[src/pkg/sirp_pkg.sv]
package sirp_pkg;

    // clock and bus timing
    localparam int CLK_KHZ = 10000;
    localparam int SCL_MAX_KHZ = 400;
    localparam int SCL_MIN_PERIOD_CYC = CLK_KHZ / SCL_MAX_KHZ;

    // byte framing
    localparam logic [3:0] BYTE_BITS = 4'h8;

    // 7-bit bus address, direction bit appended on the wire
    localparam logic [6:0] DEV_ADDR = 7'h4a;
    localparam logic DIR_WRITE = 1'b0;
    localparam logic DIR_READ = 1'b1;

    // pointer and map limits
    localparam int PTR_W = 9;
    localparam logic [8:0] PTR_RESET = 9'h000;
    localparam logic [7:0] PAST_TOP_DATA = 8'hff;
    localparam logic [7:0] STATUS_ADDR = 8'h00;
    localparam logic [7:0] RESERVED_FIRST = 8'hf6;

    // interrupt status layout
    localparam int STAT_AMBIENT_BIT = 0;
    localparam int STAT_PROXIMITY_BIT = 1;
    localparam int STAT_POWER_ON_BIT = 2;
    localparam logic [7:0] STATUS_RESET = 8'h04;

    typedef struct packed {
        logic scl;
        logic sda;
    } sirp_lines_t;

    typedef struct packed {
        logic wr;
        logic rd;
        logic [7:0] addr;
        logic [7:0] wdata;
    } sirp_req_t;

    typedef enum logic [2:0] {
        ST_IDLE,
        ST_ADDR,
        ST_PTR,
        ST_WDATA,
        ST_RDATA
    } sirp_state_t;

endpackage : sirp_pkg
[src/design/sirp_port.sv]
// Operation
// master clocks bus, any rate to 400kHz
// answer only own write/read address byte
// eight bits MSB first, ninth acknowledge
// START/STOP are SDA edges with SCL high
// data stable while SCL high, sampled then
// STOP anywhere aborts, except START's pulse
// master never STOPs in START's pulse
// hold SDA low through ninth received pulse
// write: address, pointer byte, data, STOP
// pointer advances after each written byte
// read after START zeros pointer unless preset
// pointer advances after each transmitted byte
// after STOP, plain read starts at zero
// preset pointer then repeated START reads it
// past top of map returns 0xFF
// master acks all but last, then NACK
// change SDA only while SCL low
// SDA open-drain only, SCL input only
// repeated START decodes fresh address byte
// reading status register clears the interrupt
// first revision power-on flag stays silent
// host writes F0 to register 0x02
// host writes 0x13 to register 0x01
// first revision host leaves 0x0A zero
`timescale 1ns/1ns
module sirp_port #(
    parameter bit REV1 = 1'b1
) (
    input wire logic clk_in,
    input wire logic sys_rst_in,
    input wire logic scl_in,
    input wire logic sda_in,
    output logic sda_out,
    output logic sda_oe_n_out,
    output logic int_oe_n_out,
    input wire logic [1:0] irq_enable_in,
    input wire logic ambient_event_in,
    input wire logic proximity_event_in,
    output sirp_pkg::sirp_req_t reg_req_out,
    input wire logic [7:0] reg_rdata_in,
    output logic [7:0] status_out,
    output logic busy_out
);
    import sirp_pkg::*;

    sirp_lines_t sync1;
    sirp_lines_t sync2;
    sirp_lines_t prev;

    sirp_state_t state;
    logic [7:0] shift;
    logic [3:0] bit_cnt;
    logic in_ack;
    logic master_ack;
    logic read_ack;
    logic preset;
    logic start_pulse;
    logic [PTR_W-1:0] ptr;
    logic [7:0] tx;
    logic fetch_go;
    logic fetch_wait;
    logic status_clr;
    logic [7:0] clr_mask;
    logic [7:0] status;
    wire logic [2:0] flags;
    logic [2:0] flag_en;
    logic [2:0] flag_evt;
    logic [7:0] next_tx;
    logic next_clr;
    logic int_cause;

    logic scl_rise;
    logic scl_fall;
    logic start_det;
    logic stop_det;
    logic [PTR_W-1:0] ptr_inc;

    // two flops before anything looks at the pins
    // the pins are unrelated to clk_in, one flop alone could go metastable
    always_ff @(posedge clk_in) begin
        if (sys_rst_in) begin
            sync1 <= '{scl: 1'b1, sda: 1'b1};
            sync2 <= '{scl: 1'b1, sda: 1'b1};
            prev <= '{scl: 1'b1, sda: 1'b1};
        end else begin
            sync1 <= '{scl: scl_in, sda: sda_in};
            sync2 <= sync1;
            prev <= sync2;
        end
    end

    // any SCL rate works as long as each low phase lasts 5 clocks
    assign scl_rise = sync2.scl && !prev.scl;
    assign scl_fall = !sync2.scl && prev.scl;
    assign start_det = sync2.scl && prev.scl && prev.sda && !sync2.sda;
    assign stop_det = sync2.scl && prev.scl && !prev.sda && sync2.sda;
    // saturate past the top so a long read keeps answering 0xFF
    assign ptr_inc = ptr[PTR_W-1] ? ptr : ptr + 9'h001;

    // marks the SCL high pulse that carried a START
    always_ff @(posedge clk_in) begin
        if (sys_rst_in) begin
            start_pulse <= 1'b0;
        end else if (start_det) begin
            start_pulse <= 1'b1;
        end else if (scl_fall) begin
            start_pulse <= 1'b0;
        end
    end

    // bit framing and protocol state
    always_ff @(posedge clk_in) begin
        if (sys_rst_in) begin
            state <= ST_IDLE;
            shift <= 8'h00;
            bit_cnt <= 4'h0;
            in_ack <= 1'b0;
            master_ack <= 1'b0;
            read_ack <= 1'b0;
            preset <= 1'b0;
            ptr <= PTR_RESET;
            sda_oe_n_out <= 1'b1;
            fetch_go <= 1'b0;
            reg_req_out <= '0;
        end else begin
            fetch_go <= 1'b0;
            reg_req_out.wr <= 1'b0;
            reg_req_out.rd <= fetch_go;
            if (fetch_go) begin
                reg_req_out.addr <= ptr[7:0];
            end
            if (start_det) begin
                // repeated START keeps the preset pointer
                state <= ST_ADDR;
                bit_cnt <= 4'h0;
                in_ack <= 1'b0;
                read_ack <= 1'b0;
                master_ack <= 1'b0;
                sda_oe_n_out <= 1'b1;
            end else if (stop_det && !start_pulse) begin
                state <= ST_IDLE;
                preset <= 1'b0;
                in_ack <= 1'b0;
                bit_cnt <= 4'h0;
                read_ack <= 1'b0;
                master_ack <= 1'b0;
                sda_oe_n_out <= 1'b1;
            end else if (state != ST_IDLE) begin
                if (scl_rise) begin
                    if (bit_cnt < BYTE_BITS) begin
                        shift <= {shift[6:0], sync2.sda};
                        bit_cnt <= bit_cnt + 4'h1;
                    end else begin
                        master_ack <= !sync2.sda;
                    end
                end
                if (scl_fall) begin
                    if (bit_cnt == BYTE_BITS && !in_ack) begin
                        in_ack <= 1'b1;
                        sda_oe_n_out <= 1'b1;
                        case (state)
                            ST_ADDR: begin
                                if (shift[7:1] == DEV_ADDR) begin
                                    sda_oe_n_out <= 1'b0;
                                    if (shift[0] == DIR_READ) begin
                                        if (!preset) begin
                                            ptr <= PTR_RESET;
                                        end
                                        preset <= 1'b0;
                                        read_ack <= 1'b1;
                                        fetch_go <= 1'b1;
                                        state <= ST_RDATA;
                                    end else begin
                                        state <= ST_PTR;
                                    end
                                end else begin
                                    state <= ST_IDLE;
                                end
                            end
                            ST_PTR: begin
                                sda_oe_n_out <= 1'b0;
                                ptr <= {1'b0, shift};
                                preset <= 1'b1;
                                state <= ST_WDATA;
                            end
                            ST_WDATA: begin
                                sda_oe_n_out <= 1'b0;
                                reg_req_out.wr <= !ptr[PTR_W-1];
                                reg_req_out.addr <= ptr[7:0];
                                reg_req_out.wdata <= shift;
                                ptr <= ptr_inc;
                                preset <= 1'b0;
                            end
                            ST_RDATA: begin
                                read_ack <= 1'b0;
                                ptr <= ptr_inc;
                                fetch_go <= 1'b1;
                            end
                            default: begin
                                state <= ST_IDLE;
                            end
                        endcase
                    end else if (in_ack) begin
                        in_ack <= 1'b0;
                        bit_cnt <= 4'h0;
                        sda_oe_n_out <= 1'b1;
                        if (state == ST_RDATA) begin
                            if (read_ack || master_ack) begin
                                // first bit goes out while SCL is low
                                sda_oe_n_out <= tx[7];
                            end else begin
                                // NACK: stay silent until the next condition
                                state <= ST_IDLE;
                            end
                        end
                    end else if (state == ST_RDATA && bit_cnt != 4'h0) begin
                        sda_oe_n_out <= tx[3'(4'h7 - bit_cnt)];
                    end
                end
            end
        end
    end

    // fetched byte lands one cycle after the read strobe
    always_comb begin
        next_tx = reg_rdata_in;
        next_clr = 1'b0;
        if (ptr[PTR_W-1]) begin
            next_tx = PAST_TOP_DATA;
        end else if (ptr[7:0] == STATUS_ADDR) begin
            // status lives here, so the map's copy is never used
            next_tx = status;
            next_clr = 1'b1;
        end
    end

    always_ff @(posedge clk_in) begin
        if (sys_rst_in) begin
            fetch_wait <= 1'b0;
            tx <= PAST_TOP_DATA;
            status_clr <= 1'b0;
            clr_mask <= 8'h00;
        end else begin
            fetch_wait <= fetch_go;
            status_clr <= fetch_wait && next_clr;
            if (fetch_wait) begin
                tx <= next_tx;
                // only bits latched into the outgoing byte are cleared, later events survive
                clr_mask <= status;
            end
        end
    end

    // per-bit enables and events, indexed by the status layout
    always_comb begin
        flag_en = 3'b111;
        flag_evt = 3'b000;
        flag_en[STAT_AMBIENT_BIT] = irq_enable_in[0];
        flag_en[STAT_PROXIMITY_BIT] = irq_enable_in[1];
        flag_evt[STAT_AMBIENT_BIT] = ambient_event_in;
        flag_evt[STAT_PROXIMITY_BIT] = proximity_event_in;
    end

    // sticky interrupt status; a new event beats a clear in the same cycle
    for (genvar i = 0; i < 3; i++) begin : g_flag
        sirp_flag sirp_flag_inst (
            .clk_in(clk_in),
            .sys_rst_in(sys_rst_in),
            .rst_val_in(STATUS_RESET[i]),
            .enable_in(flag_en[i]),
            .event_in(flag_evt[i]),
            .clear_in(status_clr && clr_mask[i]),
            .flag_out(flags[i])
        );
    end

    assign status = {5'h00, flags};

    // power-on flag only reaches the pin on later revisions
    assign int_cause = status[STAT_AMBIENT_BIT] || status[STAT_PROXIMITY_BIT]
        || (!REV1 && status[STAT_POWER_ON_BIT]);

    // interrupt pin, open-drain: low enable pulls it low
    always_ff @(posedge clk_in) begin
        if (sys_rst_in) begin
            int_oe_n_out <= 1'b1;
        end else begin
            int_oe_n_out <= !int_cause;
        end
    end

    always_ff @(posedge clk_in) begin
        if (sys_rst_in) begin
            busy_out <= 1'b0;
        end else begin
            busy_out <= (state != ST_IDLE);
        end
    end

    // only ever pulls low
    assign sda_out = 1'b0;
    assign status_out = status;

endmodule : sirp_port

// one sticky status bit: disable wins, then event, then read clear
module sirp_flag (
    input wire logic clk_in,
    input wire logic sys_rst_in,
    input wire logic rst_val_in,
    input wire logic enable_in,
    input wire logic event_in,
    input wire logic clear_in,
    output logic flag_out
);

    always_ff @(posedge clk_in) begin
        if (sys_rst_in) begin
            flag_out <= rst_val_in;
        end else if (!enable_in) begin
            flag_out <= 1'b0;
        end else if (event_in) begin
            // an event in the clearing cycle must not be lost
            flag_out <= 1'b1;
        end else if (clear_in) begin
            flag_out <= 1'b0;
        end
    end

endmodule : sirp_flag

[config.mk]
export PLATFORM = sky130hd
export DESIGN_NAME = sirp_port
export DESIGN_NICKNAME = d
export VERILOG_FILES = /design/src/pkg/sirp_pkg.sv /design/src/design/sirp_port.sv
export SDC_FILE = /design/constraint.sdc
export NUM_CORES = 1
export LEC_CHECK = 0
export ABC_AREA = 1
export BUFFER_PORTS_ARGS = -buffer_cell sky130_fd_sc_hd__buf_2
export CAP_MARGIN = 10
export CORE_UTILIZATION = 44
export DETAILED_ROUTE_END_ITERATION = 7
export GPL_TIMING_DRIVEN = 1
export PLACE_DENSITY = 0.6
export SYNTH_ARGS = -nofsm -noshare
export SYNTH_HDL_FRONTEND = slang
export SYNTH_SLANG_ARGS = --single-unit
[constraint.sdc]
create_clock -name clk_in -period 1.7 [get_ports clk_in]
set_input_delay 0.34 -clock clk_in [delete_from_list [all_inputs] [get_ports clk_in]]
set_output_delay 0.34 -clock clk_in [all_outputs]
set_load 0.05 [all_outputs]
==> run metrics <==
R2R Setup Slk 0.19 ns; CTS Sinks 72; headroom to the max-slew limit a little over three fifths; Total GRT Usage 20.42%; reg2reg end state[0]; Setup Fix Bufs, Post-CTS 0; Core Region 7408 um^2; initial antenna violation count 0; CTS tree yes; Hold WC Path Type in -> reg; H-tree depth 3; area delta synth->final 16.91%; DR iter-0 viols 148; # DRC 0; CP Data Arrival Time 1.76 ns; Sum Neg Setup Slack 0 ns; Cells after Synth 479; share of layout cells above drive strength 1 21.16%; Ys Warns 0; Final Hold Fails 0; 1st-pass router iterations 4; routed len/inst between 10 and 15 um; Mapped Avg Cell Area 7.168 um^2; Endpoint, Worst Hold sync1[1]; die area 8160 um^2; CP Launch Type flip-flop; post-route ant nets 0; # hold bufs at CTS 0; RSZ-0062 raised after global routing no; Distinct cells, synth 32; final std cells w/o fill between 600 and 700; critical path class reg -> reg; crit share post-route 88.86%; Max-Cap Viols 0; die height between 90 and 100 um; number of buffers created by CTS 9; hold depth 2; initial core utilization 46.34%; final hold slack 0.1744 ns; Lkg Pwr 1.801 nW; worst flop-to-flop path startpoint state[0]; ANT cells 0; Placer Congestion 0.8526; Root Driver clkbuf_8; HPWL after detailed placement approximately 6000 um; Final Power 3.606 mW; Final nets between 500 and 600; clock slew at reported path FFs 0.08 ns; Netlist Area Pre-Place approximately 3400 um^2; Final Max Slew Viols 0; CP Max Fanout 7; clock skew 0.004561 ns; Die Wd 90.34 um; total grt overflow 0; Critical Path Sink Type flip-flop; Cell Rows 31; status completed; dpl cell area 3752 um^2; design area 4014 um^2; Vias 3,140; Pwr Density about 900 nW/um^2; minimum clock period 1.511 ns; Via density 4.961; reg2reg path depth 10; WL final 7985 um; Clock Tree Buf Depth 2; sequential area share after synthesis 41.98%; Placed Cells incl. Taps 617; Worst EP required 1.95 ns; IO Port Bufs 39; pin count of the biggest net entering global routing 36; Yosys reg bits 72; vias in the first global route 2,877; first-pass GRT wire length 13,350 um; Least-Margin Pin Slew 0.5538 ns; maximum clock frequency 0.6619 GHz; Max VDD drop around 0.44 mV; fill count between 700 and 800; worst hold path startpoint scl_in; worst skew pair latency 0.35 ns; I/O pin count 46; final setup vio count 0; CTS-repair resized insts 0
[sequential cells by signal, indices dropped and copies added (netlist names), 2 cells and up]
signal,cells
bit_cnt,4
shift,8
clr_mask,3
state,3
sync1,2
ptr,9
reg_req_out,17
sync2,2
tx,8
g_flag.sirp_flag_inst.flag_out,3
prev,2
[area by class of cell]
| class | count | area, um^2 | share of cell area [%] |
|---|---|---|---|
| tap | 99 | 123.9 | 3.086 |
| clock inverter | 5 | 102.6 | 2.556 |
| sequential | 72 | 1441 | 35.91 |
| multi-input combinational | 343 | 1694 | 42.21 |
| clock buffer | 11 | 151.4 | 3.772 |
| inverter | 48 | 185.2 | 4.613 |
| timing repair buffer | 55 | 315.3 | 7.855 |
[worst max path at each step]
| stage | start | end | slack [ns] | cells past startpoint |
|---|---|---|---|---|
| finish | state[0] | state[0] | 0.19 | 10 |
| global route | state[0] | ptr[8] | 0.05 | 10 |
| CTS | ptr[0] | tx[1] | 0.13 | 8 |
| detailed placement | ptr[0] | tx[1] | 0.15 | 8 |
| global placement | ptr[0] | tx[0] | 0.15 | 8 |
| floorplan | bit_cnt[0] | reg_req_out[10] | 0.18 | 9 |
[worst max-delay path: stages, from the launching register on]
cell and delay [ns]:
dfxtp_1 0.34, inv_1 0.10, nand2_2 0.11, nor2_4 0.06, buf_4 0.15, nor2_4 0.15
nand3_1 0.12, inv_1 0.07, nand2_1 0.10, a21oi_1 0.15, nor2_1 0.06
[cells in the mapped netlist (all sizes together)]
library cell | instances | area, um^2
dfxtp | 72 | 1441
a211oi | 1 | 12.51
or2 | 5 | 31.28
a31oi | 2 | 12.51
clkbuf | 7 | 36.28
nor2 | 76 | 350.3
clkinv | 1 | 8.760
nand3 | 41 | 225.2
nand2 | 106 | 440.4
inv | 47 | 176.4
nand4 | 2 | 12.51
a21boi | 1 | 7.510
nor3b | 2 | 15.01
ha | 5 | 62.56
nor3 | 9 | 45.04
conb | 1 | 3.750
o31ai | 2 | 15.01
buf | 14 | 102.6
o21ai | 44 | 220.2
nor4 | 2 | 18.77
a21oi | 39 | 195.2
[power breakdown]
group	switching, mW	internal, mW
registers	0.00827	1.70
logic	0.139	0.0591
clock network	0.648	1.05
[through the flow]
step           util [%]  setup WS [ns]
2_1_floorplan         -         0.1765
3_3_place_gp      50.65         0.1451
3_5_place_dp      50.65         0.1514
4_1_cts           54.08         0.1275
5_1_grt           54.18        0.05252
6_report          54.18         0.1893
[metal layers]
layer | GRT usage (%) | up-vias | wire (um)
met5 | 0 | - | 0
met4 | 6.586 | 0 | 152
met3 | 5.808 | 14 | 371
met2 | 34.29 | 71 | 3754
met1 | 25.16 | 1415 | 3707
li1 | - | 1640 | -
[cells by family after synthesis]
kind of cell | synth area share [%]
and+or+nand+nor | 33.16
AOI/OAI and AO/OA | 13.48
DFF | 41.98
buffers and inverters | 9.438
adders and majority gates | 1.822
other | 0.1092
[cell usage in the layout (no fill, tap or decap), types with 3 or more instances in the layout]
| cell | count |
|---|---|
| conb_1 | 6 |
| clkbuf_8 | 11 |
| dfxtp_1 | 72 |
| a21oi_1 | 39 |
| nand2_1 | 93 |
| nand2_2 | 11 |
| o21ai_1 | 5 |
| ha_1 | 5 |
| bufinv_16 | 3 |
| nor2_4 | 3 |
| o21ai_0 | 39 |
| or2_2 | 5 |
| inv_1 | 41 |
| buf_2 | 39 |
| inv_2 | 6 |
| buf_4 | 16 |
| nor2_2 | 5 |
| nand3_2 | 4 |
| nor2_1 | 66 |
| nor3_1 | 9 |
| nand3_1 | 37 |
(Power assumes the default switching activity.)
